<file path="config.mk">
export PLATFORM = sky130hd
export DESIGN_NAME = rwc_top
export DESIGN_NICKNAME = d
export VERILOG_FILES = /design/src/include/rwc_pkg.sv /design/src/rtl/rwc_top.sv
export SDC_FILE = /design/constraint.sdc
export NUM_CORES = 1
export LEC_CHECK = 0
export ABC_CLOCK_PERIOD_IN_PS = 2700
export BUFFER_PORTS_ARGS = -buffer_cell sky130_fd_sc_hd__buf_2
export CAP_MARGIN = 10
export CORE_UTILIZATION = 30
export DETAILED_ROUTE_END_ITERATION = 10
export HOLD_SLACK_MARGIN = 0.08
export SLEW_MARGIN = 40
export SYNTH_ARGS = -nofsm -noshare
export SYNTH_HDL_FRONTEND = slang
export SYNTH_SLANG_ARGS = --single-unit
</file>
<file path="constraint.sdc">
create_clock -name clk -period 2.7 [get_ports clk]
set_input_delay 0 -clock clk [delete_from_list [all_inputs] [get_ports clk]]
set_output_delay 0 -clock clk [all_outputs]
set_load 0.03 [all_outputs]
</file>
<file path="src/include/rwc_pkg.sv">
// Constants, types and register layout for reset and watchdog control
`default_nettype none
package rwc_pkg;
  // Register map: one byte-wide register in the low bits of an aligned word
  localparam logic [11:0] MISC_ADDR = 12'h00C;
  localparam int POR_BIT = 7;
  localparam int WATCHDOG_ENABLE_BIT_BIT = 0;
  localparam logic [7:0] MISC_RESERVED_READ = 8'h00;
  localparam logic [31:0] READ_PAD = 32'h0000_0000;
  // Start vector fetched after any reset
  localparam logic [15:0] RESET_VECTOR = 16'h1FFE;
  // Clock and pin timing
  localparam int CLK_PERIOD_NS = 100;
  localparam int MACHINE_CYCLE_NS = 100;
  localparam int PIN_MIN_LOW_NS = 150;  // 1.5 machine cycles
  localparam int PIN_MIN_LOW_CYCLES = (PIN_MIN_LOW_NS + CLK_PERIOD_NS - 1) / CLK_PERIOD_NS;
  // Power-on delay choices
  localparam int POR_SHORT_CYCLES = 16;
  localparam int POR_LONG_CYCLES = 4064;
  // Watchdog chain
  localparam int DIV4_WIDTH = 2;
  localparam int DIV256_WIDTH = 8;
  localparam int WATCHDOG_ENABLE_BIT_CNT_WIDTH = 3;
  localparam logic [WATCHDOG_ENABLE_BIT_CNT_WIDTH-1:0] WATCHDOG_ENABLE_BIT_FINAL = 3'h7;
  localparam logic [WATCHDOG_ENABLE_BIT_CNT_WIDTH-1:0] WATCHDOG_ENABLE_BIT_CLEAR = 3'h0;
  localparam int CNT_WIDTH = 12;
  localparam logic [CNT_WIDTH-1:0] CNT_ZERO = 12'h000;
  localparam logic [CNT_WIDTH-1:0] CNT_ONE = 12'h001;

  typedef enum logic [2:0] {
    RWC_OSC_WAIT,
    RWC_POR_DELAY,
    RWC_PIN_HOLD,
    RWC_WATCHDOG_ENABLE_BIT_PULL,
    RWC_RUN
  } rwc_state_type;

  typedef struct packed {
    logic psel;
    logic penable;
    logic pwrite;
    logic [11:0] paddr;
    logic [31:0] pwdata;
  } rwc_apb_req_type;

  typedef struct packed {
    logic pready;
    logic pslverr;
    logic [31:0] prdata;
  } rwc_apb_rsp_type;
endpackage
`default_nettype wire

</file>
<file path="src/rtl/rwc_top.sv">
// Reset sequencing, reset pin control and supervisory watchdog
`default_nettype none
module rwc_top
  import rwc_pkg::*;
#(
  parameter bit POR_LONG = 1'b1,
  parameter bit WATCHDOG_ENABLE_BIT_AUTO_EN = 1'b0,
  parameter bit WAIT_WATCHDOG_ENABLE_BIT_RUN = 1'b1,
  parameter int POR_CYCLES = POR_LONG ? POR_LONG_CYCLES : POR_SHORT_CYCLES,
  parameter int WATCHDOG_ENABLE_BIT_PIN_HOLD_CYCLES = 4
) (
  input wire logic clk,
  input wire logic reset,
  input wire logic osc_active,
  input wire logic reset_pin_in,
  output logic reset_pin_out,
  output logic reset_pin_oe,
  input wire logic timer_bit7_carry,
  input wire logic halt_exec,
  input wire logic wait_mode,
  output logic chip_reset,
  output logic irq_mask_set,
  output logic [15:0] start_vector,
  input wire rwc_apb_req_type apb_req,
  output var rwc_apb_rsp_type apb_rsp
);

  localparam logic [CNT_WIDTH-1:0] POR_LAST = CNT_WIDTH'(POR_CYCLES - 1);
  localparam logic [CNT_WIDTH-1:0] PIN_LOW_DONE = CNT_WIDTH'(PIN_MIN_LOW_CYCLES);
  localparam logic [CNT_WIDTH-1:0] HOLD_DONE = CNT_WIDTH'(WATCHDOG_ENABLE_BIT_PIN_HOLD_CYCLES);

  // Register decode, shared by write path and error answer
  function automatic logic is_misc(input logic [11:0] addr);
    is_misc = (addr == MISC_ADDR);
  endfunction

  rwc_state_type state;
  rwc_state_type next_state;
  logic osc_meta, osc_sync;
  logic pin_meta, pin_sync;
  logic [CNT_WIDTH-1:0] por_cnt;
  logic [CNT_WIDTH-1:0] pin_low_cnt;
  logic por_flag;
  logic watchdog_enable_bit_en;
  logic [DIV4_WIDTH-1:0] div4;
  logic [DIV256_WIDTH-1:0] div256;
  logic [WATCHDOG_ENABLE_BIT_CNT_WIDTH-1:0] watchdog_enable_bit_count;
  logic access;
  logic watchdog_enable_bit_write_one;
  logic por_write_zero;
  logic div4_carry, div256_carry;
  logic watchdog_enable_bit_hold;
  logic watchdog_enable_bit_timeout;
  logic halt_trap;
  logic drive_pin;

  // Two-stage synchronisers for the oscillator flag and the reset pin
  always_ff @(posedge clk) begin
    if (reset) begin
      osc_meta <= 1'b0;
      osc_sync <= 1'b0;
    end else begin
      osc_meta <= osc_active;
      osc_sync <= osc_meta;
    end
  end

  always_ff @(posedge clk) begin
    if (reset) begin
      pin_meta <= 1'b1;
      pin_sync <= 1'b1;
    end else begin
      pin_meta <= reset_pin_in;
      pin_sync <= pin_meta;
    end
  end

  // Consecutive low count of the synchronised pin, saturating
  always_ff @(posedge clk) begin
    if (reset || pin_sync) begin
      pin_low_cnt <= CNT_ZERO;
    end else if (pin_low_cnt != {CNT_WIDTH{1'b1}}) begin
      pin_low_cnt <= pin_low_cnt + CNT_ONE;
    end
  end

  // APB: one wait state, write lands on the edge where pready is seen
  assign access = apb_req.psel && apb_req.penable && apb_rsp.pready;
  assign watchdog_enable_bit_write_one = access && apb_req.pwrite && is_misc(apb_req.paddr)
    && apb_req.pwdata[WATCHDOG_ENABLE_BIT_BIT];
  assign por_write_zero = access && apb_req.pwrite && is_misc(apb_req.paddr)
    && !apb_req.pwdata[POR_BIT];

  always_ff @(posedge clk) begin
    if (reset) begin
      apb_rsp <= '0;
    end else begin
      apb_rsp.pready <= apb_req.psel && apb_req.penable && !apb_rsp.pready;
      apb_rsp.pslverr <= apb_req.psel && apb_req.penable && !apb_rsp.pready
        && !is_misc(apb_req.paddr);
      if (apb_req.psel && apb_req.penable && !apb_rsp.pready
          && !apb_req.pwrite && is_misc(apb_req.paddr)) begin
        apb_rsp.prdata <= {READ_PAD[31:8], por_flag, MISC_RESERVED_READ[6:1], watchdog_enable_bit_en};
      end else begin
        apb_rsp.prdata <= READ_PAD;
      end
    end
  end

  // Power-on flag: only the power-on reset sets it
  always_ff @(posedge clk) begin
    if (reset) begin
      por_flag <= 1'b1;
    end else if (por_write_zero) begin
      por_flag <= 1'b0;
    end
  end

  // Watchdog enable: sticky once set, option value while out of run, zero while the reset input is high
  always_ff @(posedge clk) begin
    if (reset) begin
      watchdog_enable_bit_en <= 1'b0;
    end else if (state != RWC_RUN) begin
      watchdog_enable_bit_en <= WATCHDOG_ENABLE_BIT_AUTO_EN;
    end else if (watchdog_enable_bit_write_one) begin
      watchdog_enable_bit_en <= 1'b1;
    end
  end

  // Idle mode with the stopped option holds the chain cleared
  assign watchdog_enable_bit_hold = wait_mode && !WAIT_WATCHDOG_ENABLE_BIT_RUN;
  assign div4_carry = timer_bit7_carry && (div4 == {DIV4_WIDTH{1'b1}});
  assign div256_carry = div4_carry && (div256 == {DIV256_WIDTH{1'b1}});

  // Fixed prescalers, cleared with the chip but not by a write of one, so a timeout after a kick can start mid-count
  always_ff @(posedge clk) begin
    if (reset || state != RWC_RUN || watchdog_enable_bit_hold) begin
      div4 <= '0;
      div256 <= '0;
    end else begin
      if (timer_bit7_carry) begin
        div4 <= div4 + DIV4_WIDTH'(1);
      end
      if (div4_carry) begin
        div256 <= div256 + DIV256_WIDTH'(1);
      end
    end
  end

  // Timeout counter, counts up to 7 and stops there; a write of one clears it
  always_ff @(posedge clk) begin
    if (reset || state != RWC_RUN || watchdog_enable_bit_hold || watchdog_enable_bit_write_one) begin
      watchdog_enable_bit_count <= WATCHDOG_ENABLE_BIT_CLEAR;
    end else if (watchdog_enable_bit_en && div256_carry && watchdog_enable_bit_count != WATCHDOG_ENABLE_BIT_FINAL) begin
      watchdog_enable_bit_count <= watchdog_enable_bit_count + WATCHDOG_ENABLE_BIT_CNT_WIDTH'(1);
    end
  end

  // A clearing write in the same cycle keeps the chip running
  assign watchdog_enable_bit_timeout = watchdog_enable_bit_en && (watchdog_enable_bit_count == WATCHDOG_ENABLE_BIT_FINAL) && !watchdog_enable_bit_write_one;
  assign halt_trap = watchdog_enable_bit_en && halt_exec;

  // Reset sequencer
  always_comb begin
    next_state = state;
    unique case (state)
      RWC_OSC_WAIT: begin
        if (osc_sync) begin
          next_state = RWC_POR_DELAY;
        end
      end
      RWC_POR_DELAY: begin
        if (por_cnt == POR_LAST) begin
          next_state = RWC_PIN_HOLD;
        end
      end
      RWC_PIN_HOLD: begin
        if (pin_sync) begin
          next_state = RWC_RUN;
        end
      end
      RWC_WATCHDOG_ENABLE_BIT_PULL: begin
        if (pin_low_cnt >= HOLD_DONE) begin
          next_state = RWC_PIN_HOLD;
        end
      end
      RWC_RUN: begin
        if (watchdog_enable_bit_timeout || halt_trap) begin
          next_state = RWC_WATCHDOG_ENABLE_BIT_PULL;
        end else if (pin_low_cnt >= PIN_LOW_DONE) begin
          next_state = RWC_PIN_HOLD;
        end
      end
    endcase
  end

  always_ff @(posedge clk) begin
    if (reset) begin
      state <= RWC_OSC_WAIT;
    end else begin
      state <= next_state;
    end
  end

  // Power-on delay counted from the synchronised oscillator flag
  always_ff @(posedge clk) begin
    if (reset || state != RWC_POR_DELAY) begin
      por_cnt <= CNT_ZERO;
    end else begin
      por_cnt <= por_cnt + CNT_ONE;
    end
  end

  // Pin pulled low for internal resets only; never driven high
  assign drive_pin = (next_state == RWC_OSC_WAIT) || (next_state == RWC_POR_DELAY)
    || (next_state == RWC_WATCHDOG_ENABLE_BIT_PULL);

  always_ff @(posedge clk) begin
    if (reset) begin
      reset_pin_oe <= 1'b1;
      reset_pin_out <= 1'b0;
    end else begin
      reset_pin_oe <= drive_pin;
      reset_pin_out <= 1'b0;
    end
  end

  // Core reset, vector and mask request
  always_ff @(posedge clk) begin
    if (reset) begin
      chip_reset <= 1'b1;
      irq_mask_set <= 1'b0;
      start_vector <= RESET_VECTOR;
    end else begin
      chip_reset <= (next_state != RWC_RUN);
      irq_mask_set <= (state != RWC_RUN) && (next_state == RWC_RUN);
      start_vector <= RESET_VECTOR;
    end
  end

  // Checks
  int unsigned por_len;
  always_ff @(posedge clk) begin
    if (reset || state != RWC_POR_DELAY) begin
      por_len <= 0;
    end else begin
      por_len <= por_len + 1;
    end
  end
endmodule
`default_nettype wire

</file>
==> summary.txt <==
Clocking
  – Root Buffer: clkbuf_8
  – H-tree depth: 2
  – CTS buffer count: 5
  – CTS tree: yes
  – Setup Buffers After CTS: 0
  – Clock latency on the worst-skew pair: 0.31 ns
  – CTS clk-pin slew, worst paths: 0.09 ns
  – Clock sink count: 53
  – Max clock buf depth: 2

Synthesis
  – Yosys reg bits: 53
  – Synthesized area per cell: 8.978 sq um
  – Post-Synthesis Cells: approximately 310
  – EDFF count, synth: 0
  – Netlist cell types: 51
  – Most used flip-flop cell after synthesis: dfxtp_1
  – Seq/Total Area, Yosys: between 30% and 40%
  – Mapped Area: 0.002756 sq mm
  – Async SR Flop Fraction: 0%
  – Ys Warns: 0

Critical path
  – Critical Path End Type: flip-flop
  – Worst R2R Path Depth: 7
  – CP Launch Point: apb_req[36]
  – Startpoint Class: input pin
  – CP Class: input pin to flip-flop
  – CP Data Required Time: 2.91 ns
  – CP Capture Point: apb_rsp[32]
  – Crit path max fanout: 3
  – Arr. time, crit path: 2.31 ns
  – Worst R2R Start: watchdog_enable_bit_count[0]
  – R2r setup slk: slightly above 0.8 ns
  – RR Endpoint: irq_mask_set

GRT
  – Met2 Usage GRT: 18.58%
  – Vias in the first global route: 1915
  – GRT Util Overall: 10.33%
  – GR Util met3: 2.076%
  – Global-route wire length before repair: 8280 microns
  – GRT busiest layer: met2
  – Largest net degree at the start of global routing: 16
  – Gr ovfl total: 0
  – Initial antenna violation count: 0
  – Met1 Use GR: 12.17%

Placement
  – Detailed Place HPWL: 3480 microns
  – Routability cong.: about 0.78
  – Placed Cells: roughly 440
  – IO buf count: 29

Final layout
  – Ant diodes: 0
  – Fillcell total: 913
  – Most common cell after layout, fill and taps aside: dfxtp_1
  – P&R area growth vs syn: 10.89%
  – Non-Filler Instances: 457
  – Commonest non-fill, non-tap cells in the layout: 53 x dfxtp_1, 47 x conb_1, 33 x nor2_1
  – Layout cell share with drive strength beyond 1: 15.76%
  – Multi-input gate area: 0.001456 sq mm
  – Reg area: 0.001061 sq mm
  – Nets: 410

Power and ir drop
  – Pwr/cell area: around 460 mW/mm^2
  – Peak supply drop: 0.1961 mV
  – Leak: 0.001176 uW

Timing
  – Period utilisation layout: 77.74%
  – Max-slew violations: 0
  – Least-Margin Pin Slew: about 0.51 ns
  – Final setup vio count: 0
  – RSZ-0062 raised after global routing: no
  – Final hold violation count: 0
  – Setup TNS: 0 ns
  – Minimum clock period: 2.099 ns
  – Min Hold Slack: between 0.09 and 0.1 ns
  – Rel. slew slack: 65.77%
  – Fmax achieved: 476.4 MHz
  – Max Clock Skew: between 0.007 and 0.008 ns

Floorplan
  – Die X: 97.86 microns
  – DIE AREA: 0.009576 sq mm
  – IO Pins: 108
  – Row count: 34
  – Core footprint: just under 0.009 sq mm
  – Initial Util: between 30% and 40%
  – Chip height: 97.86 microns

Status
  – Status: finished, violations left
  – Failing checks: DRC

Detailed routing
  – Final WL: 4651 microns
  – Initial DRC count: 77
  – DR pass1 iterations: 7
  – Vias: ~2000
  – Post-DR vias/cell: between 4 and 5
  – Antenna Violating Nets Remaining: 0
  – Wire per inst: 10.18 microns
  – DR DRC count: 19

Job
  – Max-Cap Viols: 0

Worst hold path
  – Hold Crit Class: input pin to flip-flop
how the worst min path moves through the flow:
stage / start / to / slack [ns] / cells after the start
after floorplan: reset_pin_in / pin_meta / 0.10 / 1
after global placement: reset_pin_in / pin_meta / 0.19 / 2
after detailed placement: reset_pin_in / pin_meta / 0.19 / 2
after CTS: apb_req[37] / por_flag / 0.11 / 5
after global routing: apb_req[38] / por_flag / 0.15 / 5
final: apb_req[37] / por_flag / 0.1 / 5
per-layer routing:
metal	routed length (microns)	share of wire, %
met4	70	1.5
met5	0	0
met1	2215	48
met2	2176	47
met3	189	4.1
Yosys cell counts (all sizes together), types with 3 or more instances:
cell,count,area share (%)
and4,4,1.4
mux2i,5,1.8
and3,6,1.9
nor4,6,2.1
nor3,3,0.54
o21ai,9,1.6
nand2,18,2.5
a21oi,16,3.2
buf,50,14
nand3,13,2.4
ha,7,3.2
nor2b,3,0.68
nand4,7,1.6
clkbuf,4,0.54
or2,4,0.91
dfxtp,53,38
or3,7,1.8
xnor2,10,3.2
inv,5,0.68
and2,7,1.7
nand2b,4,0.91
xor2,10,3.2
nor2,33,4.5
area by class of cell:
| type | instances | area share (%) |
|---|---|---|
| clock buffers | 6 | 2.702 |
| clock inverters | 1 | 0.2456 |
| inverters | 5 | 0.6140 |
| multi-input cells | 240 | 47.65 |
| flip-flops and latches | 53 | 34.71 |
| well taps | 108 | 4.421 |
| repair buffers | 44 | 9.660 |
cells by family after synthesis:
group                    share of synthesized area [%]
adder cells (fa/ha/maj)                          3.177
XOR/XNOR                                         6.355
AND/OR/NAND/NOR                                  26.15
buffers and inverters                            14.80
AO/OA/AOI/OAI                                    8.943
multiplexers                                     1.816
other                                           0.2725
flip-flops                                       38.49
flip-flops by register name, indices dropped and copies added (netlist names), 2 cells and up:
signal / count
por_cnt: 12
div4: 2
apb_rsp: 4
pin_low_cnt: 12
div256: 8
watchdog_enable_bit_count: 3
state: 3
power breakdown:
part	switching, uW	leakage (uW)	internal, uW	total, uW
logic	113	0.000705	35.4	149
clock network	254	0.0000433	203	457
registers	3.98	0.000428	787	791
total	371	0.00118	1030	1400
per-stage QoR:
stage                     worst slack (ns)  instance area, sq um  utilization (%)  power [uW]
final                               0.6009                  3057            34.71        1397
after global routing                0.5118                  3057            34.71        1463
after CTS                           0.5802                  3057            34.71        1411
after detailed placement            0.8253                  2816            31.98       942.1
after global placement              0.8357                  2816            31.98       941.1
after floorplan                     0.9597                  2925                -       970.6
repair_timing:
item / in CTS / in global routing
hold buffers: 15 / 0
endpoints found under the hold margin: 17 / 0
gates resized for setup: 0 / 0
worst max-delay path, cell delays in order:
cell and delay [ns]:
dlygate4sd3_1 0.53, buf_2 0.12, nor4b_2 0.25, dlygate4sd3_1 0.60, nand3_1 0.10, dlygate4sd3_1 0.58
and2_1 0.13
(Power assumes the default switching activity.)
